### config.mk
export PLATFORM = sky130hd
export DESIGN_NAME = bfc_top
export DESIGN_NICKNAME = d
export VERILOG_FILES = /design/src/rtl/bfc_pkg.sv /design/src/rtl/bfc_top.sv
export SDC_FILE = /design/constraint.sdc
export NUM_CORES = 1
export LEC_CHECK = 0
export BUFFER_PORTS_ARGS = -buffer_cell sky130_fd_sc_hd__buf_2
export CORE_ASPECT_RATIO = 1.4
export CORE_UTILIZATION = 40
export DETAILED_ROUTE_END_ITERATION = 16
export PLACE_DENSITY = 0.74
export SLEW_MARGIN = 20
export SYNTH_ARGS = -nofsm -noshare
export SYNTH_HDL_FRONTEND = slang
export SYNTH_SLANG_ARGS = --single-unit
### constraint.sdc
create_clock -name clk -period 3 [get_ports clk]
set_input_delay 0.6 -clock clk [delete_from_list [all_inputs] [get_ports clk]]
set_output_delay 0.6 -clock clk [all_outputs]
set_load 0.02 [all_outputs]
### src/rtl/bfc_pkg.sv
// =============================================================
// Register map and field layout of the framing and driver control block.
package bfc_pkg;
   localparam logic [7:0] OFS_CRC_HIGH      = 8'h0E;
   localparam logic [7:0] OFS_BIT_FRAMING   = 8'h0F;
   localparam logic [7:0] OFS_DRIVER_CTRL   = 8'h11;
   localparam logic [7:0] RST_BIT_FRAMING   = 8'h00;
   localparam logic [7:0] RST_DRIVER_CTRL   = 8'h58;
   localparam int         RX_OFFSET_LSB     = 4;
   localparam int         FINAL_BITS_LSB    = 0;
   localparam int         MOD_SEL_LSB       = 5;
   localparam int         B_INVERT_BIT      = 3;
   localparam int         B_CW_BIT          = 2;
   localparam int         B_RF_EN_BIT       = 1;
   localparam int         A_RF_EN_BIT       = 0;
   localparam logic [7:0] FRAMING_WR_MASK   = 8'h77;
   typedef enum logic [1:0] {
      BFC_MOD_LOW,
      BFC_MOD_HIGH,
      BFC_MOD_ENCODER,
      BFC_MOD_EXTERNAL
   } bfc_mod_sel_t;
endpackage

### src/rtl/bfc_top.sv
`timescale 1ns/10ps
// Summary of operation
// RULE1: CRC high register returns engine result high byte.
// RULE2: High byte undefined for 8-bit CRC.
// RULE3: Offset field bits 6:4 places first received bit.
// RULE4: Later bits go upward, wrapping to next byte.
// RULE5: Offset 000 uses bits 0,1; 001 bits 1,2.
// RULE6: Offset 111 uses bit 7, then next byte.
// RULE7: Offset field clears after reception completes.
// RULE8: Bits 2:0 give final byte bits; 000 means eight.
// RULE9: Final bit count clears after transmission ends.
// RULE10: Bits 6:5 pick modulator input source.
// RULE11: Invert bit makes output B inverted carrier.
// RULE12: Continuous-wave bit keeps output B unmodulated.
// RULE13: RF enable B gates modulated carrier, else constant.
// RULE14: RF enable A gates modulated carrier, else constant.
// RULE15: Software keeps driver control bits 7 and 4.
module bfc_top
(
   input  wire logic       clk,
   input  wire logic       rst_n,
   input  wire logic [7:0] reg_addr,
   input  wire logic       reg_wr,
   input  wire logic       reg_rd,
   input  wire logic [7:0] reg_wdata,
   output logic      [7:0] reg_rdata,
   input  wire logic [15:0] crc_result,
   input  wire logic       crc_done_flag,
   input  wire logic       rx_done,
   input  wire logic       tx_done,
   input  wire logic       rx_bit_valid,
   input  wire logic       rx_bit,
   input  wire logic       rx_start,
   output logic      [7:0] rx_byte,
   output logic            rx_byte_valid,
   output logic      [2:0] final_byte_bit_count,
   input  wire logic       carrier,
   input  wire logic       encoder_out,
   input  wire logic       external_modulation_input,
   output logic            antenna_output_a,
   output logic            antenna_output_b
);

   // ==========================================================
   // Register storage.
   logic [7:0] framing_reg;
   logic [7:0] framing_next;
   logic [7:0] driver_reg;
   logic [7:0] driver_next;
   logic [7:0] crc_high_reg;

   // Address decode shared by the write strobes and the read multiplexer:
   // bit 0 hits the CRC high byte, bit 1 framing, bit 2 driver control.
   function automatic logic [2:0] decode_addr(input logic [7:0] addr);
      decode_addr[0] = (addr == bfc_pkg::OFS_CRC_HIGH);
      decode_addr[1] = (addr == bfc_pkg::OFS_BIT_FRAMING);
      decode_addr[2] = (addr == bfc_pkg::OFS_DRIVER_CTRL);
   endfunction

   // Writes to the read-only CRC byte or to unmapped addresses fall away.
   wire [2:0] addr_hit   = decode_addr(reg_addr);
   wire       wr_framing = reg_wr && addr_hit[1];
   wire       wr_driver  = reg_wr && addr_hit[2];

   // A completed frame clears its field; a same-cycle host write loses.
   // Reserved bits 7 and 3 are masked on write, so they always read zero.
   always_comb
   begin
      framing_next = framing_reg;
      if (wr_framing)
         framing_next = reg_wdata & bfc_pkg::FRAMING_WR_MASK;
      if (rx_done)
         framing_next[bfc_pkg::RX_OFFSET_LSB +: 3] = 3'h0; // RULE7
      if (tx_done)
         framing_next[bfc_pkg::FINAL_BITS_LSB +: 3] = 3'h0; // RULE9
   end

   // Driver control stores all bits; software keeps bits 7 and 4 as reset.
   // No frame event touches this register, only host writes do.
   assign driver_next = wr_driver ? reg_wdata : driver_reg; // RULE15

   // Register update; the asynchronous reset restores the reset values.
   always_ff @(posedge clk or negedge rst_n)
   begin
      if (!rst_n)
      begin
         framing_reg <= bfc_pkg::RST_BIT_FRAMING;
         driver_reg  <= bfc_pkg::RST_DRIVER_CTRL;
      end
      else
      begin
         framing_reg <= framing_next;
         driver_reg  <= driver_next;
      end
   end

   // ==========================================================
   // CRC high byte capture; content only meaningful while done flag is set,
   // and meaningless for an 8-bit CRC, where the engine high byte is passed as is.
   // Once the flag drops the captured byte is frozen, so later reads keep it.
   always_ff @(posedge clk or negedge rst_n)
   begin
      if (!rst_n)
         crc_high_reg <= 8'h00;
      else if (crc_done_flag)
         crc_high_reg <= crc_result[15:8]; // RULE1 RULE2
   end

   // ==========================================================
   // Read multiplexer; unmapped addresses read zero.
   wire [7:0] rd_mux = addr_hit[0] ? crc_high_reg :
                       addr_hit[1] ? framing_reg  :
                       addr_hit[2] ? driver_reg   : 8'h00;

   // Read data is registered and stands until the next read strobe.
   always_ff @(posedge clk or negedge rst_n)
   begin
      if (!rst_n)
         reg_rdata <= 8'h00;
      else if (reg_rd)
         reg_rdata <= rd_mux;
   end

   // ==========================================================
   // Receive bit packer: first bit lands at the offset, later bits climb.
   // The bit position wraps from 7 to 0 by itself, so a byte that fills
   // is handed over and the next bit starts the following byte at bit 0.
   // A partial byte at the end of a frame is not handed over here.
   logic [2:0] pos_reg;
   logic [7:0] acc_reg;
   wire  [2:0] rx_offset = framing_reg[bfc_pkg::RX_OFFSET_LSB +: 3];
   wire  [7:0] bit_mask  = 8'h01 << pos_reg;
   wire  [7:0] acc_set   = rx_bit ? (acc_reg | bit_mask) : acc_reg;
   wire        byte_full = (pos_reg == 3'h7);

   // A start pulse reloads the offset and clears the partial byte.
   always_ff @(posedge clk or negedge rst_n)
   begin
      if (!rst_n)
      begin
         pos_reg       <= 3'h0;
         acc_reg       <= 8'h00;
         rx_byte       <= 8'h00;
         rx_byte_valid <= 1'b0;
      end
      else
      begin
         rx_byte_valid <= 1'b0;
         if (rx_start)
         begin
            pos_reg <= rx_offset; // RULE3 RULE5 RULE6
            acc_reg <= 8'h00;
         end
         else if (rx_bit_valid)
         begin
            pos_reg <= pos_reg + 3'h1; // RULE4
            if (byte_full)
            begin
               rx_byte       <= acc_set; // RULE6
               rx_byte_valid <= 1'b1;
               acc_reg       <= 8'h00;
            end
            else
               acc_reg <= acc_set;
         end
      end
   end

   // Final byte bit count to the transmitter; 000 means all eight bits.
   // It is taken from the next value, so the transmitter sees a fresh count
   // in the same cycle in which the register shows it.
   always_ff @(posedge clk or negedge rst_n)
   begin
      if (!rst_n)
         final_byte_bit_count <= 3'h0;
      else
         final_byte_bit_count <= framing_next[bfc_pkg::FINAL_BITS_LSB +: 3]; // RULE8
   end

   // ==========================================================
   // Modulator source and antenna drive.
   // The select field maps straight onto the source enum.
   bfc_pkg::bfc_mod_sel_t mod_sel;
   logic                  mod_in;
   assign mod_sel = bfc_pkg::bfc_mod_sel_t'(driver_reg[bfc_pkg::MOD_SEL_LSB +: 2]);

   // Source selection; every select value has a branch of its own.
   always_comb
   begin
      case (mod_sel)
         bfc_pkg::BFC_MOD_LOW:      mod_in = 1'b0; // RULE10
         bfc_pkg::BFC_MOD_HIGH:     mod_in = 1'b1;
         bfc_pkg::BFC_MOD_ENCODER:  mod_in = encoder_out;
         bfc_pkg::BFC_MOD_EXTERNAL: mod_in = external_modulation_input;
         default:                   mod_in = 1'b0;
      endcase
   end

   // Modulation high gates the carrier off (pulse modulation).
   // Output B: continuous wave bypasses the modulator and invert flips the wave.
   // A cleared enable holds either pin low.
   wire carrier_mod = carrier & ~mod_in;
   wire b_base      = driver_reg[bfc_pkg::B_CW_BIT] ? carrier : carrier_mod; // RULE12
   wire b_wave      = driver_reg[bfc_pkg::B_INVERT_BIT] ? ~b_base : b_base; // RULE11
   wire a_drive     = driver_reg[bfc_pkg::A_RF_EN_BIT] ? carrier_mod : 1'b0; // RULE14
   wire b_drive     = driver_reg[bfc_pkg::B_RF_EN_BIT] ? b_wave : 1'b0; // RULE13

   // Both pins are registered, so each lags its inputs by one clock.
   always_ff @(posedge clk or negedge rst_n)
   begin
      if (!rst_n)
      begin
         antenna_output_a <= 1'b0;
         antenna_output_b <= 1'b0;
      end
      else
      begin
         antenna_output_a <= a_drive;
         antenna_output_b <= b_drive;
      end
   end

endmodule

; ---- Word-level counts from Yosys, hierarchy flattened
; Index checks and enable logic that the tools add are counted.
[word_totals]
in_bits = 45
out_inout_bits = 22
elab_cells = 52
ff_bits = 52
[op_classes]
n_reduce_logical = 7
n_mux = 20
shifts = 1
addsub = 1
bitwise = 5
n_eq_ne = 7
[ops]
columns = operator, count
row1 = two-way mux 8 bit, 7
row2 = "== test 8 x 4 -> 1 bit, second input constant", 2
row3 = two-way mux 3 bit, 4
row4 = "== test 8 x 5 -> 1 bit, second input constant", 1
row5 = bitwise OR 8 bit, 1
row6 = "<< shifter 1 x 3 -> 8 bit, first input constant", 1
row7 = two-way mux 1 bit, 7
row8 = two-way mux 7 bit, 1
row9 = nonzero test 2 bit, 3
row10 = "== test 2 bit, second input constant", 2
row11 = case mux 1 bit (4 select lines), 1
row12 = "adder 3 x 1 -> 3 bit, second input constant", 1
row13 = "== test 3 bit, second input constant", 1
row14 = NOT 1 bit, 3
row15 = AND reduction 3 bit, 1
row16 = "== test 2 x 1 -> 1 bit, second input constant", 1
row17 = logical AND 1 bit, 2
row18 = logical NOT 2 bit, 1
row19 = AND 1 bit, 1

; ---- Logic depth before layout (Yosys ltp)
; Gate-level depths: netlist (run 1).
[depth]
depth_word = 8
ltp_mapped = 6
depth_no_buf = 5

; ---- Worst setup path before layout (run 1)
; No wires, ideal clock.
[synth_timing]
path_kind = input to register
start = input port reg_addr[4]
end = register framing_reg[0]
cell_stages = 6
n_path_buf = 3
arrival_time_ps = 1628
setup_slack_ps = 1292
t_required_ps = 2921
setup_ps = 79
path_cell_list = buf_4 and4b_1 clkbuf_2 and3_1 buf_2 mux2i_1
[synth_via]
elab_chain_cells = 3
[synth_rtl]
columns = element, line
row1 = from (decl), bfc_top.sv:22  ; input wire logic [7:0] reg_addr,
row2 = == test 8 x 4 -> 1 bit, bfc_top.sv:56  ; decode_addr[1] = (addr == bfc_pkg::OFS_BIT_FRAMING);
row3 = logical AND 1 bit, bfc_top.sv:62  ; wire wr_framing = reg_wr && addr_hit[1];
row4 = nonzero test 2 bit (no line), n/a
row5 = to (signal assigned), bfc_top.sv:87  ; framing_reg <= bfc_pkg::RST_BIT_FRAMING;
row6 = to (signal assigned), bfc_top.sv:92  ; framing_reg <= framing_next;
row7 = to (decl), bfc_top.sv:46  ; logic [7:0] framing_reg;
; Every way passes these cells.
; A chain may end at the register's enable or synchronous reset.

; ---- Worst setup path in the final report (run 1)
[layout_timing]
start = input port reg_addr[7]
end = register reg_rdata[4]
[layout_via]
elab_chain_cells = 4
word_cells_on_any_way = 6
classes_between = eq/ne: 3 / mux: 3
[layout_rtl]
columns = element, line
row1 = == test 8 x 5 -> 1 bit, bfc_top.sv:57  ; decode_addr[2] = (addr == bfc_pkg::OFS_DRIVER_CTRL);
row2 = two-way mux 8 bit, bfc_top.sv:113  ; addr_hit[2] ? driver_reg : 8'h00;
row3 = two-way mux 8 bit, bfc_top.sv:112  ; addr_hit[1] ? framing_reg :
row4 = two-way mux 8 bit (*), bfc_top.sv:111  ; wire [7:0] rd_mux = addr_hit[0] ? crc_high_reg :
row5 = to (signal assigned), bfc_top.sv:121  ; reg_rdata <= rd_mux;
row6 = to (decl), bfc_top.sv:26  ; output logic [7:0] reg_rdata,
; Every way passes the cells marked *; elsewhere a longest branch is shown, timed or not.

==> run summary, run 1 <==
Top cells by area, synth - dfrtp_1 50%, mux2_2 7.3%, nand2b_1 4.8%
Warnings, synthesis - 0
Vias - 1832
CTS tree - done
Post-DRT Antenna Nets - 0
Hold slack - 0.401 ns
Final Util - 49.3%
Placed inst area - 2780 sq um
Detailed Route Iter0 Violations - 54
Most frequent cells in the layout - 58 x buf_2, 49 x dfrtp_1, 20 x a21oi_1
Die X-Extent - 68.3 um
Crit path max-delay family - simple AND/OR/NAND/NOR gates
Post-synth top area cell - dfrtp_1
GP Congestion - 0.770
Initial Util - 41.7%
Critical Path Start Type - primary input
Fin crit period - 1.69 ns
Ys async rst share - 100%
DR vias/cell - 5.31
Hold/Removal Path Class - in -> async
Final Hold Viols - 0
Post-synth EDFFs - 0
First-pass GRT wire length - 7890 um
CP Max Fanout - 7
Maximum vdd drop - 0.000336 V
Ys flop type - dfrtp_1
MaxCap Viol Count - 0
RSZ-0062 raised after global routing - no
Drt drc - 0
Post-synth top area share - 49.8%
Buffers added on ports - 58
Site row count - 33
Slowest-stage cell, CP - or4b_1
Worst-Margin Slew - 0.727 ns
Post-CTS Resized - 0
Routed WL - 4960 um
Max Clk Rate - 592 MHz
Sequential-to-total area share from yosys stat - 53.0%
Clk Latency, worst-skew pair - 0.30 ns
Data required, critical path - 3.18 ns
Largest stage delay, worst path - 0.68 ns
CTS H-tree lvls - 2
Avg WL per Cell - 14.4 um
Final Cycle Share - 56.3%
# Post-CTS Setup Buffers - 0
Pleak - 1.41 nW
Final #Nets - 325
Core area - 5900 sq um
Synth Instances - 220
Design area - 2910 sq um
TritonRoute pass-1 iters - 4
WS Path Type - in -> reg
Worst Skew - 0.00244 ns
HPWL after DPL - 3790 um
Critical path data arrival time - 1.87 ns
#FFs+latches synth - 52
Post-CTS Hold Buffers - 0
Rel. slew slack - 51.4%
Initial antenna violation count - 0
Gr ovfl total - 0
Most common cell after layout, fill and taps aside - buf_2
# clock sinks - 52
Layout cells sized above 1 - 33.1%
CP Capture Type - flop
Final setup violation count - 0
Status - completed
Syn_area_per_cell - 11.2 sq um
WP buf/inv - 1
Setup TNS - 0 ns
Max Slew Vio Count - 0
Max Buffers Root-to-Sink - 2
Die area - 6480 sq um
CP cell instances - buf_2 > or4b_1 > nor4_1 > a211oi_1
Vias in the first global route - 1696
Syn nets - 271
Total GRT Usage - 16.7%
Area of the mapped netlist - 2460 sq um
Netlist cell types - 35
Power Dens Cells - 484 nW/um^2
Diode count - 0
P&R area growth vs syn - 18.2%
# IOs - 67
Largest net degree at the start of global routing - 53
Clock slew at reported path FFs - 0.09 ns
Die height - 94.8 um
CTS buffer count - 5
Root buf cell - clkbuf_8
kinds of logic (layout without fill, tap and decap cells):
logic type | count (synthesis) | after routing | share of synthesized area [%]
buf+inv | 18 | 73 | 3.51
mux | 24 | 24 | 10.6
flops | 52 | 52 | 53.0
xor+xnor | 1 | 1 | 0.356
simple gates | 69 | 69 | 17.6
fa+ha+maj | 6 | 6 | 3.05
compound gates | 50 | 50 | 11.9
stage by stage:
stage                     instances  power [mW]  setup WS [ns]
after floorplan                 220       0.836           1.29
after global placement          337       0.901           1.02
after detailed placement        337       0.907           1.01
after CTS                       345        1.43           1.33
after global routing            345        1.48           1.24
final                           345        1.41           1.31
area by class of cell:
cell class,count,area (sq um)
clock inverter,1,30.0
inverter,6,22.5
tap,70,87.6
multi-input combinational,150,1070
fill,544,2990
clock buffer,7,96.3
sequential,52,1310
timing repair buffer,59,298
Yosys cell counts (3+ instances only):
master and count:
nor2_1 9, mux2i_1 8, ha_1 6, inv_1 6, a21oi_1 20, a211oi_1 6, dfstp_2 3, buf_4 4
nor4_1 6, nand3_1 6, clkbuf_1 5, nand2_1 13, nor2b_1 3, mux2_2 16, and3_1 3, o21ai_0 12
nand2b_1 19, dfrtp_1 49, a31oi_1 7
layer usage:
| metal | vias up | GRT usage (%) | part of all wire [%] |
|---|---|---|---|
| li1 | 895 | - | - |
| met1 | 870 | 19.1 | 39 |
| met2 | 59 | 29.6 | 55 |
| met3 | 8 | 3.99 | 4.9 |
| met4 | 0 | 5.73 | 1.4 |
| met5 | - | 0 | 0 |
power breakdown:
group / internal [mW] / switching [mW] / leakage, nW
Sequential: 0.729 / 0.0205 / 0.692
Clock: 0.294 / 0.222 / 0.0645
Combinational: 0.0613 / 0.0807 / 0.649
path summary, 6_finish.rpt:
check / from / endpoint / slack, ns / cells after the start
hold / removal: rst_n / acc_reg[3]$_DFFE_PN0P_ / 0.40 / 2
hold reg to reg: rx_byte[3]$_DFFE_PN0P_ / rx_byte[3]$_DFFE_PN0P_ / 0.48 / 2
min in group clk: rx_byte[3]$_DFFE_PN0P_ / rx_byte[3]$_DFFE_PN0P_ / 0.48 / 2
max in group asynchronous: rst_n / crc_high_reg[1]$_DFFE_PN0P_ / 2.16 / 2
setup reg to reg: pos_reg[0]$_DFFE_PN0P_ / rx_byte[2]$_DFFE_PN0P_ / 1.40 / 4
setup / recovery: reg_addr[7] / reg_rdata[4]$_DFFE_PN0P_ / 1.31 / 4
(Power assumes the default switching activity.)
==> run 2, diff against run 1 <==
Settings changed: PLACE_DENSITY 0.74 to 0.76.
Clock period 3 ns to 1.51 ns, I/O delays scaled along.
==> run summary, run 2 (same netlist as run 1, synthesis figures left out) <==
Gate power share - 10.8%
Largest net degree at the start of global routing - 28
Avg WL per Cell - 14.6 um
Clock power share - 36.5%
Clk Latency, worst-skew pair - 0.31 ns
Power Dens Cells - 930 nW/um^2
Status - completed
Pleak - 1.49 nW
Vias in the first global route - 1878
Diode count - 0
Design area - 3040 sq um
Die height - 94.8 um
Clock slew at reported path FFs - 0.09 ns
First-pass GRT wire length - 8470 um
Detailed Route Iter0 Violations - 64
RR Startpoint - pos_reg[0]$_DFFE_PN0P_
Reg2reg end - rx_byte[7]$_DFFE_PN0P_
WS Path Type - reg -> reg
DP Worst Slack - -0.108 ns
# IOs - 67
Data required, critical path - 1.70 ns
CP Max Fanout - 17
DR vias/cell - 5.20
Fin crit period - 1.36 ns
RSZ-0062 raised after global routing - no
Die area - 6480 sq um
Worst Skew - 0.00605 ns
# clock sinks - 52
Layout cells sized above 1 - 36.0%
Global route hottest layer - met2
Hold/Removal Path Class - in -> reg
Most common cell after layout, fill and taps aside - buf_2
CP Capture Type - flop
Worst Slack Setup Final - 0.155 ns
Initial Util - 41.7%
M3 GR Usage - 4.47%
Dpl cells - 350
Max Buffers Root-to-Sink - 2
HPWL after DPL - 4080 um
Root buf cell - clkbuf_8
CTS H-tree lvls - 2
WHS Path Cells - 2
Critical path data arrival time - 1.55 ns
Routed WL - 5240 um
Vias - 1868
Final setup violation count - 0
Total GRT Usage - 17.7%
MaxCap Viol Count - 0
CTS buffer count - 5
Post-DRT Antenna Nets - 0
Core area - 5900 sq um
Rel. slew slack - 72.8%
Placed inst area - 2910 sq um
Met1 usage - 18.4%
Critical Path Start Type - flop
Final Hold Viols - 0
Reg-to-reg setup timing slack - 0.15 ns
Met2 usage - 32.5%
Final Cycle Share - 89.7%
Switching share of power - 23.2%
Maximum vdd drop - 0.000850 V
Final #Nets - 339
TritonRoute pass-1 iters - 4
CTS tree - done
Site row count - 33
Max Clk Rate - 738 MHz
Setup TNS - 0 ns
R2R cell count - 5
Worst-Margin Slew - 0.408 ns
Gr ovfl total - 0
Max Slew Vio Count - 0
Buffers added on ports - 58
Initial antenna violation count - 0
Die X-Extent - 68.3 um
GP Congestion - 0.801
Cell Count, Final, Fillers Out - 359
P&R area growth vs syn - 23.6%
Internal Power - 2.17 mW
Seq pwr share - 52.7%
Min-Delay Startpoint - crc_result[11]
Hold path endpoint - crc_high_reg[3]$_DFFE_PN0P_
Most frequent cells in the layout - 58 x buf_2, 49 x dfrtp_1, 20 x a21oi_1
Psw - 657 uW
Drt drc - 0
-- run 2: cell count changes in the layout (fill, tap and decap cells not counted), sizes merged --
cell         delta
buf            +13
dlygate4sd3     +1
-- run 2: layout make-up --
type	count	area [sq um]
timing repair buffer	73	430
multi-input combinational	150	1070
tap	70	87.6
clock buffer	7	96.3
fill	547	2860
clock inverter	1	30.0
sequential	52	1310
inverter	6	22.5
-- run 2: critical path: stages, from the launching register on --
cell and delay [ns]:
dfrtp_1 0.43, ha_1 0.24, ha_1 0.20, nand3b_1 0.13, buf_12 0.15, o21ai_0 0.09
-- run 2: through the flow --
step	power [mW]	util (%)	hold slack, ns
global route	2.94	51.5	0.218
global placement	1.81	49.2	0.253
detailed placement	1.82	49.2	0.260
finish	2.83	51.5	0.220
CTS	2.85	51.5	0.217
floorplan	1.66	-	0.00641
-- run 2: worst max-delay path by stage --
stage	start	to	slack [ns]	depth (start not counted)
after global routing	pos_reg[0]$_DFFE_PN0P_	rx_byte[7]$_DFFE_PN0P_	0.06	6
after detailed placement	reg_addr[7]	reg_rdata[0]$_DFFE_PN0P_	-0.11	4
final	pos_reg[0]$_DFFE_PN0P_	rx_byte[7]$_DFFE_PN0P_	0.15	5
after CTS	pos_reg[0]$_DFFE_PN0P_	rx_byte[7]$_DFFE_PN0P_	0.14	5
after global placement	reg_addr[7]	reg_rdata[4]$_DFFE_PN0P_	-0.08	4
after floorplan	pos_reg[0]$_DFFE_PN0P_	rx_byte[7]$_DFFE_PN0P_	0.01	5
-- run 2: power by group through the flow --
stage               Clock [mW]  Combinational (mW)  Sequential (mW)
floorplan                    0               0.146             1.51
global placement             0               0.297             1.51
detailed placement           0               0.307             1.52
CTS                       1.05               0.311             1.49
global route              1.10               0.343             1.50
finish                    1.03               0.306             1.49
-- run 2: layer usage --
layer,vias to the layer above,share of wire (%)
li1,919,-
met1,894,39
met3,9,4.0
met5,-,0
met4,0,1.9
met2,46,55
-- run 2: what timing repair did --
| action | in CTS | in global routing |
|---|---|---|
| gates resized for setup | 0 | 0 |
| buffers inserted | 0 | 0 |
| endpoints found under the hold margin | 12 | 0 |
| hold buffers | 1 | 0 |
